## src/edi_pkg.sv

```systemverilog
// Shared constants and types for the receive E3 defect interrupt block
package edi_pkg;

  // ----------------------------------------
  // Register indices (byte address = 4 * index)
  // ----------------------------------------
  localparam logic [5:0] IDX_LINE_CFG = 6'h00;
  localparam logic [5:0] IDX_BLK_IRQ_EN = 6'h04;
  localparam logic [5:0] IDX_DEFECT_STATE = 6'h11;
  localparam logic [5:0] IDX_IRQ_ENABLE = 6'h12;
  localparam logic [5:0] IDX_IRQ_STATUS = 6'h14;

  // ----------------------------------------
  // Field positions
  // ----------------------------------------
  localparam int unsigned BIT_INT_LOS_EN = 5;
  localparam int unsigned BIT_BLK_RX_EN = 7;
  localparam int unsigned BIT_WIN_SEL = 7;
  localparam int unsigned BIT_LOF_STATE = 6;
  localparam int unsigned BIT_OOF_STATE = 5;
  localparam int unsigned BIT_LOS_STATE = 4;
  localparam int unsigned BIT_SRC_OOF = 3;
  localparam int unsigned BIT_SRC_LOF = 2;
  localparam int unsigned BIT_SRC_LOS = 1;

  // ----------------------------------------
  // Reset values
  // ----------------------------------------
  localparam logic RST_INT_LOS_EN = 1'b0;
  localparam logic RST_BLK_RX_EN = 1'b0;
  localparam logic RST_WIN_SEL = 1'b0;
  localparam logic [2:0] RST_SRC_EN = 3'h0;
  localparam logic [2:0] RST_SRC_STATUS = 3'h0;

  // ----------------------------------------
  // Timing and counts
  // ----------------------------------------
  localparam int unsigned CLK_KHZ = 25000;
  localparam int unsigned LOF_SHORT_MS = 1;
  localparam int unsigned LOF_LONG_MS = 3;
  localparam int unsigned LOF_SHORT_CYC = LOF_SHORT_MS * CLK_KHZ;
  localparam int unsigned LOF_LONG_CYC = LOF_LONG_MS * CLK_KHZ;
  localparam int unsigned LOF_CNT_W = 17;
  localparam logic [2:0] OOF_ERR_FRAMES = 3'h4;
  localparam logic [5:0] LOS_ZERO_RUN = 6'h20;
  localparam logic [5:0] LOS_CLEAN_BITS = 6'h20;
  localparam logic [2:0] LOS_BAD_ZERO_RUN = 3'h4;

  // ----------------------------------------
  // Types
  // ----------------------------------------
  typedef enum logic [1:0] {ALIGN_IN_FRAME, ALIGN_OUT, ALIGN_VERIFY} edi_align_t;

  typedef struct packed {
    logic frame_tick;
    logic fas_error;
    logic fas_found;
  } edi_frame_ev_t;

  typedef struct packed {
    logic bit_valid;
    logic pos;
    logic neg;
    logic line_signal_loss_in;
  } edi_line_t;

endpackage : edi_pkg

```

## src/edi_rx_defect_irq.sv

```systemverilog
// Receive E3 defect interrupt controller with APB registers
// Functional notes
// - Enabled defect change drives irq low
// - Loss-of-signal change sets status bit 1
// - No automatic far-end failure indication here
// - Out-of-frame change raises on declare, clear
// - Four consecutive errored frames declare out-of-frame
// - In-frame entry clears out-of-frame
// - Enable bit 3 gates out-of-frame source
// - Enable bit one enables, zero disables
// - Out-of-frame change sets status bit 3
// - Loss-of-frame change raises on declare, clear
// - Loss-of-frame after 1 or 3 ms window
// - Return to in-frame clears loss-of-frame
// - Enable bit 1 gates signal-loss source
// - Enable bit 2 gates loss-of-frame source
// - Block enable bit 7 gates irq output
// - Loss-of-signal from 32 zeros or line input
`timescale 1ns/1ns
`default_nettype none
module edi_rx_defect_irq
#(
  parameter int unsigned LOF_SHORT_CYCLES = edi_pkg::LOF_SHORT_CYC,
  parameter int unsigned LOF_LONG_CYCLES = edi_pkg::LOF_LONG_CYC
)
(
  // Clock and reset
  input wire logic pclk,
  input wire logic presetn,
  // APB slave
  input wire logic psel,
  input wire logic penable,
  input wire logic pwrite,
  input wire logic [7:0] paddr,
  input wire logic [31:0] pwdata,
  output logic [31:0] prdata,
  output logic pready,
  output logic pslverr,
  // Framer and line events
  input wire edi_pkg::edi_frame_ev_t frame_i,
  input wire edi_pkg::edi_line_t line_i,
  // Interrupt request, active low
  output logic irq_n
);
  import edi_pkg::*;

  edi_align_t align_reg;
  logic [2:0] err_cnt_reg;
  logic [LOF_CNT_W-1:0] lof_cnt_reg;
  logic [LOF_CNT_W-1:0] lof_limit;
  logic frame_lost_state;
  logic frame_slip_state;
  logic signal_lost_state;
  logic [3:1] prev_reg;
  logic [3:1] cur_state;
  logic [3:1] chg;
  logic int_los_en_reg;
  logic blk_en_reg;
  logic frame_loss_window_select;
  logic [3:1] src_en_reg;
  logic [3:1] status_reg;
  logic [3:1] status_next;
  logic [3:1] clear_mask;
  logic setup;
  logic access_done;
  logic addr_hit;
  logic [5:0] idx;
  logic [31:0] rd_mux;

  // ----------------------------------------
  // Loss-of-signal detection
  // ----------------------------------------
  edi_los_detect edi_los_detect_i
  (
    .pclk(pclk),
    .presetn(presetn),
    .internal_signal_loss_detect(int_los_en_reg),
    .line_i(line_i),
    .signal_lost_o(signal_lost_state)
  );

  // ----------------------------------------
  // Frame alignment state machine
  // ----------------------------------------
  assign lof_limit = frame_loss_window_select ? LOF_CNT_W'(LOF_LONG_CYCLES)
                                              : LOF_CNT_W'(LOF_SHORT_CYCLES);
  assign frame_slip_state = (align_reg != ALIGN_IN_FRAME);

  always_ff @(posedge pclk or negedge presetn)
  begin
    if (!presetn)
    begin
      align_reg <= ALIGN_OUT;
      err_cnt_reg <= 3'h0;
    end
    else
    begin
      case (align_reg)
        ALIGN_IN_FRAME:
        begin
          if (frame_i.frame_tick && frame_i.fas_error)
          begin
            if (err_cnt_reg == OOF_ERR_FRAMES - 3'h1)
            begin
              align_reg <= ALIGN_OUT;
              err_cnt_reg <= 3'h0;
            end
            else
              err_cnt_reg <= err_cnt_reg + 3'h1;
          end
          else if (frame_i.frame_tick)
            err_cnt_reg <= 3'h0;
        end
        ALIGN_OUT:
        begin
          if (frame_i.fas_found)
            align_reg <= ALIGN_VERIFY;
          else if (frame_i.frame_tick && !frame_i.fas_error)
            align_reg <= ALIGN_IN_FRAME;
        end
        ALIGN_VERIFY:
        begin
          if (frame_i.frame_tick && !frame_i.fas_error)
            align_reg <= ALIGN_IN_FRAME;
          else if (frame_i.frame_tick)
            align_reg <= ALIGN_OUT;
        end
        default:
          align_reg <= ALIGN_OUT;
      endcase
    end
  end

  // ----------------------------------------
  // Loss-of-frame window timer
  // ----------------------------------------
  always_ff @(posedge pclk or negedge presetn)
  begin
    if (!presetn)
    begin
      lof_cnt_reg <= '0;
      frame_lost_state <= 1'b1;
    end
    else if (!frame_slip_state)
    begin
      lof_cnt_reg <= '0;
      frame_lost_state <= 1'b0;
    end
    else if (!frame_lost_state)
    begin
      if (lof_cnt_reg >= lof_limit - LOF_CNT_W'(1))
        frame_lost_state <= 1'b1;
      else
        lof_cnt_reg <= lof_cnt_reg + LOF_CNT_W'(1);
    end
  end

  // ----------------------------------------
  // Change detection and status
  // ----------------------------------------
  assign cur_state = {frame_slip_state, frame_lost_state, signal_lost_state};
  assign chg = cur_state ^ prev_reg;

  always_ff @(posedge pclk or negedge presetn)
  begin
    if (!presetn)
      prev_reg <= 3'b110;
    else
      prev_reg <= cur_state;
  end

  // Read clears only the bits the host has seen; a new event wins
  assign clear_mask = (access_done && !pwrite && idx == IDX_IRQ_STATUS) ? prdata[3:1] : 3'h0;
  assign status_next = (status_reg & ~clear_mask) | (chg & src_en_reg);

  always_ff @(posedge pclk or negedge presetn)
  begin
    if (!presetn)
      status_reg <= RST_SRC_STATUS;
    else
      status_reg <= status_next;
  end

  // ----------------------------------------
  // Interrupt output
  // ----------------------------------------
  always_ff @(posedge pclk or negedge presetn)
  begin
    if (!presetn)
      irq_n <= 1'b1;
    else
      irq_n <= !(blk_en_reg && |(status_reg & src_en_reg));
  end

  // ----------------------------------------
  // APB register access
  // ----------------------------------------
  assign idx = paddr[7:2];
  assign setup = psel && !penable;
  assign access_done = psel && penable && pready;
  assign addr_hit = (paddr[1:0] == 2'h0) &&
    (idx == IDX_LINE_CFG || idx == IDX_BLK_IRQ_EN || idx == IDX_DEFECT_STATE ||
     idx == IDX_IRQ_ENABLE || idx == IDX_IRQ_STATUS);

  always_comb
  begin
    rd_mux = 32'h0000_0000;
    case (idx)
      IDX_LINE_CFG: rd_mux[BIT_INT_LOS_EN] = int_los_en_reg;
      IDX_BLK_IRQ_EN: rd_mux[BIT_BLK_RX_EN] = blk_en_reg;
      IDX_DEFECT_STATE:
      begin
        rd_mux[BIT_WIN_SEL] = frame_loss_window_select;
        rd_mux[BIT_LOF_STATE] = frame_lost_state;
        rd_mux[BIT_OOF_STATE] = frame_slip_state;
        rd_mux[BIT_LOS_STATE] = signal_lost_state;
      end
      IDX_IRQ_ENABLE: rd_mux[3:1] = src_en_reg;
      IDX_IRQ_STATUS: rd_mux[3:1] = status_reg;
      default: rd_mux = 32'h0000_0000;
    endcase
    if (paddr[1:0] != 2'h0)
      rd_mux = 32'h0000_0000;
  end

  always_ff @(posedge pclk or negedge presetn)
  begin
    if (!presetn)
    begin
      pready <= 1'b0;
      pslverr <= 1'b0;
      prdata <= 32'h0000_0000;
    end
    else if (setup)
    begin
      pready <= 1'b1;
      pslverr <= !addr_hit;
      prdata <= pwrite ? 32'h0000_0000 : rd_mux;
    end
    else
    begin
      pready <= 1'b0;
      pslverr <= 1'b0;
    end
  end

  always_ff @(posedge pclk or negedge presetn)
  begin
    if (!presetn)
    begin
      int_los_en_reg <= RST_INT_LOS_EN;
      blk_en_reg <= RST_BLK_RX_EN;
      frame_loss_window_select <= RST_WIN_SEL;
      src_en_reg <= RST_SRC_EN;
    end
    else if (access_done && pwrite && addr_hit)
    begin
      case (idx)
        IDX_LINE_CFG: int_los_en_reg <= pwdata[BIT_INT_LOS_EN];
        IDX_BLK_IRQ_EN: blk_en_reg <= pwdata[BIT_BLK_RX_EN];
        IDX_DEFECT_STATE: frame_loss_window_select <= pwdata[BIT_WIN_SEL];
        IDX_IRQ_ENABLE: src_en_reg <= pwdata[3:1];
        default: src_en_reg <= src_en_reg;
      endcase
    end
  end

  // The far-end failure indicator is left to host software

  // ----------------------------------------
  // Assertions
  // ----------------------------------------
  a_irq_assert_low: assert property (@(posedge pclk) disable iff (!presetn)
    (blk_en_reg && |(status_reg & src_en_reg)) |=> !irq_n)
    else $error("irq not low with enabled pending status");
  a_irq_block_gate: assert property (@(posedge pclk) disable iff (!presetn)
    !blk_en_reg |=> irq_n)
    else $error("irq low while block enable is off");
  a_irq_release_high: assert property (@(posedge pclk) disable iff (!presetn)
    (status_reg & src_en_reg) == 3'h0 |=> irq_n)
    else $error("irq low with nothing pending");
  a_los_status_set: assert property (@(posedge pclk) disable iff (!presetn)
    (chg[BIT_SRC_LOS] && src_en_reg[BIT_SRC_LOS]) |=> status_reg[BIT_SRC_LOS])
    else $error("signal loss change did not set status");
  a_oof_status_set: assert property (@(posedge pclk) disable iff (!presetn)
    (frame_slip_state != $past(frame_slip_state) && src_en_reg[BIT_SRC_OOF])
      |=> status_reg[BIT_SRC_OOF])
    else $error("out-of-frame change did not set status");
  a_lof_status_set: assert property (@(posedge pclk) disable iff (!presetn)
    (chg[BIT_SRC_LOF] && src_en_reg[BIT_SRC_LOF]) |=> status_reg[BIT_SRC_LOF])
    else $error("loss-of-frame change did not set status");
  a_src_disabled_quiet: assert property (@(posedge pclk) disable iff (!presetn)
    (!src_en_reg[BIT_SRC_OOF] && !status_reg[BIT_SRC_OOF]) |=> !status_reg[BIT_SRC_OOF])
    else $error("disabled source set its status");
  a_oof_declare_four: assert property (@(posedge pclk) disable iff (!presetn)
    (align_reg == ALIGN_IN_FRAME && frame_i.frame_tick && frame_i.fas_error &&
     err_cnt_reg == 3'h3) |=> frame_slip_state)
    else $error("out-of-frame not declared after four errored frames");
  a_verify_to_frame: assert property (@(posedge pclk) disable iff (!presetn)
    (align_reg == ALIGN_VERIFY && frame_i.frame_tick && !frame_i.fas_error)
      |=> !frame_slip_state ##1 !frame_lost_state)
    else $error("verification pass did not reach in-frame");
  a_lof_window_end: assert property (@(posedge pclk) disable iff (!presetn)
    (frame_slip_state && !frame_lost_state && lof_cnt_reg == lof_limit - LOF_CNT_W'(1))
      |=> frame_lost_state || !frame_slip_state)
    else $error("loss-of-frame not declared at window end");
  a_status_read_clear: assert property (@(posedge pclk) disable iff (!presetn)
    (clear_mask != 3'h0 && chg == 3'h0) |=> (status_reg & $past(clear_mask)) == 3'h0)
    else $error("status bits not cleared by read");
  a_status_upper_zero: assert property (@(posedge pclk) disable iff (!presetn)
    (setup && !pwrite && idx == IDX_IRQ_STATUS) |=> prdata[31:4] == 28'h0 && !prdata[0])
    else $error("reserved status bits not zero");

  c_oof_declared: cover property (@(posedge pclk) disable iff (!presetn)
    !frame_slip_state ##1 frame_slip_state);
  c_lof_declared: cover property (@(posedge pclk) disable iff (!presetn)
    !frame_lost_state ##1 frame_lost_state);
  c_irq_low: cover property (@(posedge pclk) disable iff (!presetn) irq_n ##1 !irq_n);
  c_status_read: cover property (@(posedge pclk) disable iff (!presetn) clear_mask != 3'h0);

endmodule : edi_rx_defect_irq
`default_nettype wire

```

## src/edi_los_detect.sv

```systemverilog
// Loss-of-signal detector on the receive line inputs
`timescale 1ns/1ns
`default_nettype none
module edi_los_detect
(
  // Clock and reset
  input wire logic pclk,
  input wire logic presetn,
  // Control
  input wire logic internal_signal_loss_detect,
  // Line
  input wire edi_pkg::edi_line_t line_i,
  // State
  output logic signal_lost_o
);
  import edi_pkg::*;

  logic [5:0] zero_run_reg;
  logic [5:0] clean_cnt_reg;
  logic int_los_reg;
  logic line_zero;

  assign line_zero = !line_i.pos && !line_i.neg;

  // ----------------------------------------
  // Zero run and clean window counters
  // ----------------------------------------
  always_ff @(posedge pclk or negedge presetn)
  begin
    if (!presetn)
    begin
      zero_run_reg <= 6'h00;
      clean_cnt_reg <= 6'h00;
      int_los_reg <= 1'b0;
    end
    else if (!internal_signal_loss_detect)
    begin
      zero_run_reg <= 6'h00;
      clean_cnt_reg <= 6'h00;
      int_los_reg <= 1'b0;
    end
    else if (line_i.bit_valid)
    begin
      if (line_zero)
      begin
        if (zero_run_reg != LOS_ZERO_RUN)
          zero_run_reg <= zero_run_reg + 6'h01;
        if (zero_run_reg == LOS_ZERO_RUN - 6'h01)
          int_los_reg <= 1'b1;
      end
      else
        zero_run_reg <= 6'h00;
      if (line_zero && zero_run_reg >= {3'h0, LOS_BAD_ZERO_RUN - 3'h1})
        clean_cnt_reg <= 6'h00;
      else if (clean_cnt_reg == LOS_CLEAN_BITS - 6'h01)
      begin
        clean_cnt_reg <= 6'h00;
        int_los_reg <= 1'b0;
      end
      else
        clean_cnt_reg <= clean_cnt_reg + 6'h01;
    end
  end

  // ----------------------------------------
  // Combined loss state
  // ----------------------------------------
  always_ff @(posedge pclk or negedge presetn)
  begin
    if (!presetn)
      signal_lost_o <= 1'b0;
    else
      signal_lost_o <= line_i.line_signal_loss_in || int_los_reg;
  end

endmodule : edi_los_detect
`default_nettype wire

```

## config.mk

```make
export PLATFORM = sky130hd
export DESIGN_NAME = edi_rx_defect_irq
export DESIGN_NICKNAME = d
export VERILOG_FILES = /design/src/edi_pkg.sv /design/src/edi_rx_defect_irq.sv /design/src/edi_los_detect.sv
export SDC_FILE = /design/constraint.sdc
export NUM_CORES = 1
export LEC_CHECK = 0
export ABC_AREA = 1
export BUFFER_PORTS_ARGS = -buffer_cell sky130_fd_sc_hd__buf_4
export CELL_PAD_IN_SITES_DETAIL_PLACEMENT = 1
export CELL_PAD_IN_SITES_GLOBAL_PLACEMENT = 1
export CORE_UTILIZATION = 40
export CTS_BUF_LIST = sky130_fd_sc_hd__clkbuf_2
export DETAILED_ROUTE_END_ITERATION = 8
export PLACE_DENSITY_LB_ADDON = 0.2
export SLEW_MARGIN = 20
export SYNTH_ARGS = -nofsm -noshare
export SYNTH_HDL_FRONTEND = slang
export SYNTH_SLANG_ARGS = --single-unit
```

## constraint.sdc

```tcl
create_clock -name pclk -period 2.35 [get_ports pclk]
set_input_delay 0.1175 -clock pclk [delete_from_list [all_inputs] [get_ports pclk]]
set_output_delay 0.1175 -clock pclk [all_outputs]
set_load 0.005 [all_outputs]
```

==> metrics.md <==
| Metric | Value |
|---|---|
| Share of total power in combinational logic | `21.5%` |
| Highest metal layer with signal wires | `met4` |
| Post-synthesis to final-layout area growth | `15.7%` |
| Total power after layout | `2.33 mW` |
| DRT iter0 DRCs | `91` |
| Largest register FFs | `17` |
| Net count reported at finish | `630` |
| Number of H-tree levels | `3` |
| Endpoint of the most critical register-to-register path | `err_cnt_reg[0]` |
| Worst-Skew Late Latency | `500 ps` |
| Total met3 wirelength after detailed routing | `252 um` |
| Number of buffers inserted by hold repair at cts | `23` |
| Final number of hold-violating endpoints | `0` |
| Most frequent standard cell in the layout excluding fill and tap cells | `nand2_1` |
| Result of the run | `finished clean` |
| F_max | `470 MHz` |
| Placer Congestion | `0.793` |
| Global route total overflow | `0` |
| Worst Path Arrival | `2570 ps` |
| Final critical-path share of the clock period | `90.6%` |
| Residual DRC count | `0` |
| Count of cells along the worst hold path | `5` |
| Synthesis warning total | `0` |
| Place WS | `176 ps` |
| Antenna Violating Nets Remaining | `0` |
| Via count of the routed design | `3376` |
| Setup TNS | `0 ps` |
| Class of the tightest hold or removal check | `primary input to flip-flop` |
| Top-area cell type share of the netlist area | `35.5%` |
| Pint | `1.49 mW` |
| First-pass GRT wire length | `16500 um` |
| Max-cap viol count | `0` |
| Launching point of the worst reg2reg path | `align_reg[1]` |
| Die height | `99.5 um` |
| Time the final worst path needs with I/O delays and setup | `2130 ps` |
| Final setup violating endpoints | `0` |
| Clock network power share | `28.6%` |
| Average detailed-routed wire length per instance | `13.8 um` |
| Sink count of the clock tree | `59` |
| Post-placement cell area | `0.00406 mm^2` |
| Final core area utilization | `47.6%` |
| Ratio of routed vias to standard cells | `4.82` |
| Synth async-reset ratio | `100%` |
| Buffers on Ports | `34` |
| Post-CTS Setup Inserts | `0` |
| Number of enable-type register cells in the synthesized netlist | `0` |
| Number of slew-limit violations in the final report | `0` |
| Final antenna diode count | `0` |
| Final Cell Area | `0.00440 mm^2` |
| Detailed placer's ending HPWL | `6890 um` |
| Setup Skew | `28.7 ps` |
| Site row count | `35` |
| CTS Buf Count | `9` |
| Most instantiated flip-flop cell in the synthesis netlist | `dfrtp_1` |
| Top-Level Pins | `87` |
| Combined global-route utilization of all metal layers | `21.2%` |
| Share of post-route cells with drive strength above 1 | `16.4%` |
| Wirelength, routed | `9670 um` |
| PD cells | `529 mW/mm^2` |
| Overall die width | `99.5 um` |
| Cell taking the most area after synthesis | `dfrtp_1` |
| Peak fanout along the critical path | `26` |
| Switching power share of the total | `35.9%` |
| Via count of the first global-routing pass | `3510` |
| Cell at the root of the clock tree | `clkbuf_2` |
| Unique cell type count in the Yosys netlist | `40` |
| Met1 routed wirelength after detailed routing | `4450 um` |
| Number of antenna violations at the first check in global routing | `0` |
| Net Switching | `834 uW` |
| Leakage power summed over all cells | `2.08 nW` |
| PostCTS Resize Cnt | `0` |
| Total length of routed met2 wires | `4870 um` |
| Post-Synthesis Cells | `505` |
| Number of buffers between clock root and the deepest sink | `2` |
| Total Die Area | `0.00990 mm^2` |
| Path type of the worst setup path | `flip-flop to flip-flop` |
| Sequential group share of total power | `49.9%` |
| Mapped cell area | `0.00380 mm^2` |
| Synth top area cells | `dfrtp_1, nand2_1, nor2_1, inv_1, nand3_1` |
| Number of cell instances on the worst register-to-register path | `5` |
| Worst Setup Start Kind | `flip-flop` |
| Most frequent cells in the layout | `nand2_1, nor2_1, dfrtp_1` |
| R2R Setup Slk | `220 ps` |
| Slew at the pin with the worst max-slew slack | `880 ps` |
| Capture endpoint of the worst hold path | `blk_en_reg` |
| Headroom to the max-slew limit | `41.3%` |
| Number of flip-flops and latches in the synthesized netlist | `59` |
| Hold Path Origin | `paddr[0]` |
| Seq/Total Area, Yosys | `39.0%` |
| Area of the core | `0.00924 mm^2` |
| Post-route setup slack | `221 ps` |
| Setup repair after global routing missed its margin | `no` |
| CTS tree | `yes` |
| Critical Path End Type | `flip-flop` |
| Initial cell density of the core | `41.1%` |
| Pin count of the biggest net entering global routing | `60` |
| Avg Synthesized Cell Area | `7.53 um^2` |
| Clock transition at the registers of the reported paths | `200 ps` |
| Detailed-router iteration count before antenna repair | `4` |
| Worst Path Required | `2790 ps` |
| Max rail drop VDD | `0.000396 V` |
==> per-layer routing <==
| layer | global-route usage, % | vias to the layer above |
|---|---|---|
| met4 | 6.00 | 0 |
| met1 | 26.1 | 1607 |
| li1 | - | 1701 |
| met2 | 38.2 | 59 |
| met3 | 3.44 | 9 |
| met5 | 0 | - |
==> how the worst max path moves through the flow <==
stage / from / cells after the start / slack [ps] / end
after detailed placement: align_reg[1] / 5 / 180 / err_cnt_reg[0]
after global placement: align_reg[1] / 5 / 260 / err_cnt_reg[0]
final: align_reg[1] / 5 / 220 / err_cnt_reg[0]
after global routing: align_reg[1] / 5 / 20 / err_cnt_reg[0]
after CTS: align_reg[1] / 5 / 190 / err_cnt_reg[0]
after floorplan: frame_loss_window_select / 12 / 620 / lof_cnt_reg[8]
==> worst max-delay path: stages (launching register included) <==
cell,delay (ps)
dfrtp_1,430
nor2_2,690
inv_2,470
nor2_1,290
a21oi_1,90
a21oi_1,120
==> synthesized netlist by cell type (all sizes together) (2+ instances only) <==
cell type  instances
nand2            141
or2                6
dfstp              5
xor2               7
a21oi             19
a22o               3
o21bai             4
nand3             40
dfrtp             54
nand4             15
ha                11
inv               54
o22ai              2
nor2              75
a21boi             2
nor3               9
o21ai             21
buf               30
o211ai             2
==> logic make-up (layout without fill, tap and decap cells) <==
group	count (synthesis)	count (layout)	share of synthesized area, %
AND/OR/NAND/NOR	286	286	34.9
adder cells (fa/ha/maj)	11	11	3.62
buffers and inverters	85	128	12.2
XOR/XNOR	8	8	1.84
flip-flops	59	59	39.0
other	1	25	0.0987
AO/OA/AOI/OAI	55	55	8.33
==> layout make-up <==
| cell class | count | area (um^2) |
|---|---|---|
| Inverter | 54 | 203 |
| Clock inverter | 7 | 67.6 |
| Multi-Input combinational cell | 385 | 1950 |
| Timing Repair Buffer | 58 | 493 |
| Clock buffer | 9 | 45.0 |
| Sequential cell | 59 | 1480 |
| Fill cell | 1205 | 4840 |
| Tap cell | 129 | 161 |
==> power by group through the flow <==
stage          combinational, mW  sequential, mW  clock, mW
2_1_floorplan              0.404            1.16          0
3_3_place_gp               0.450            1.18          0
3_5_place_dp               0.473            1.18          0
4_1_cts                    0.512            1.16      0.691
5_1_grt                    0.573            1.17      0.733
6_report                   0.500            1.16      0.665
==> per-stage QoR <==
stage | hold slack, ps | std cells
6_report | 61.2 | 701
5_1_grt | 6.02 | 701
4_1_cts | 8.86 | 701
3_5_place_dp | 255 | 662
3_3_place_gp | 252 | 662
2_1_floorplan | -178 | 529
(Power assumes the default switching activity.)
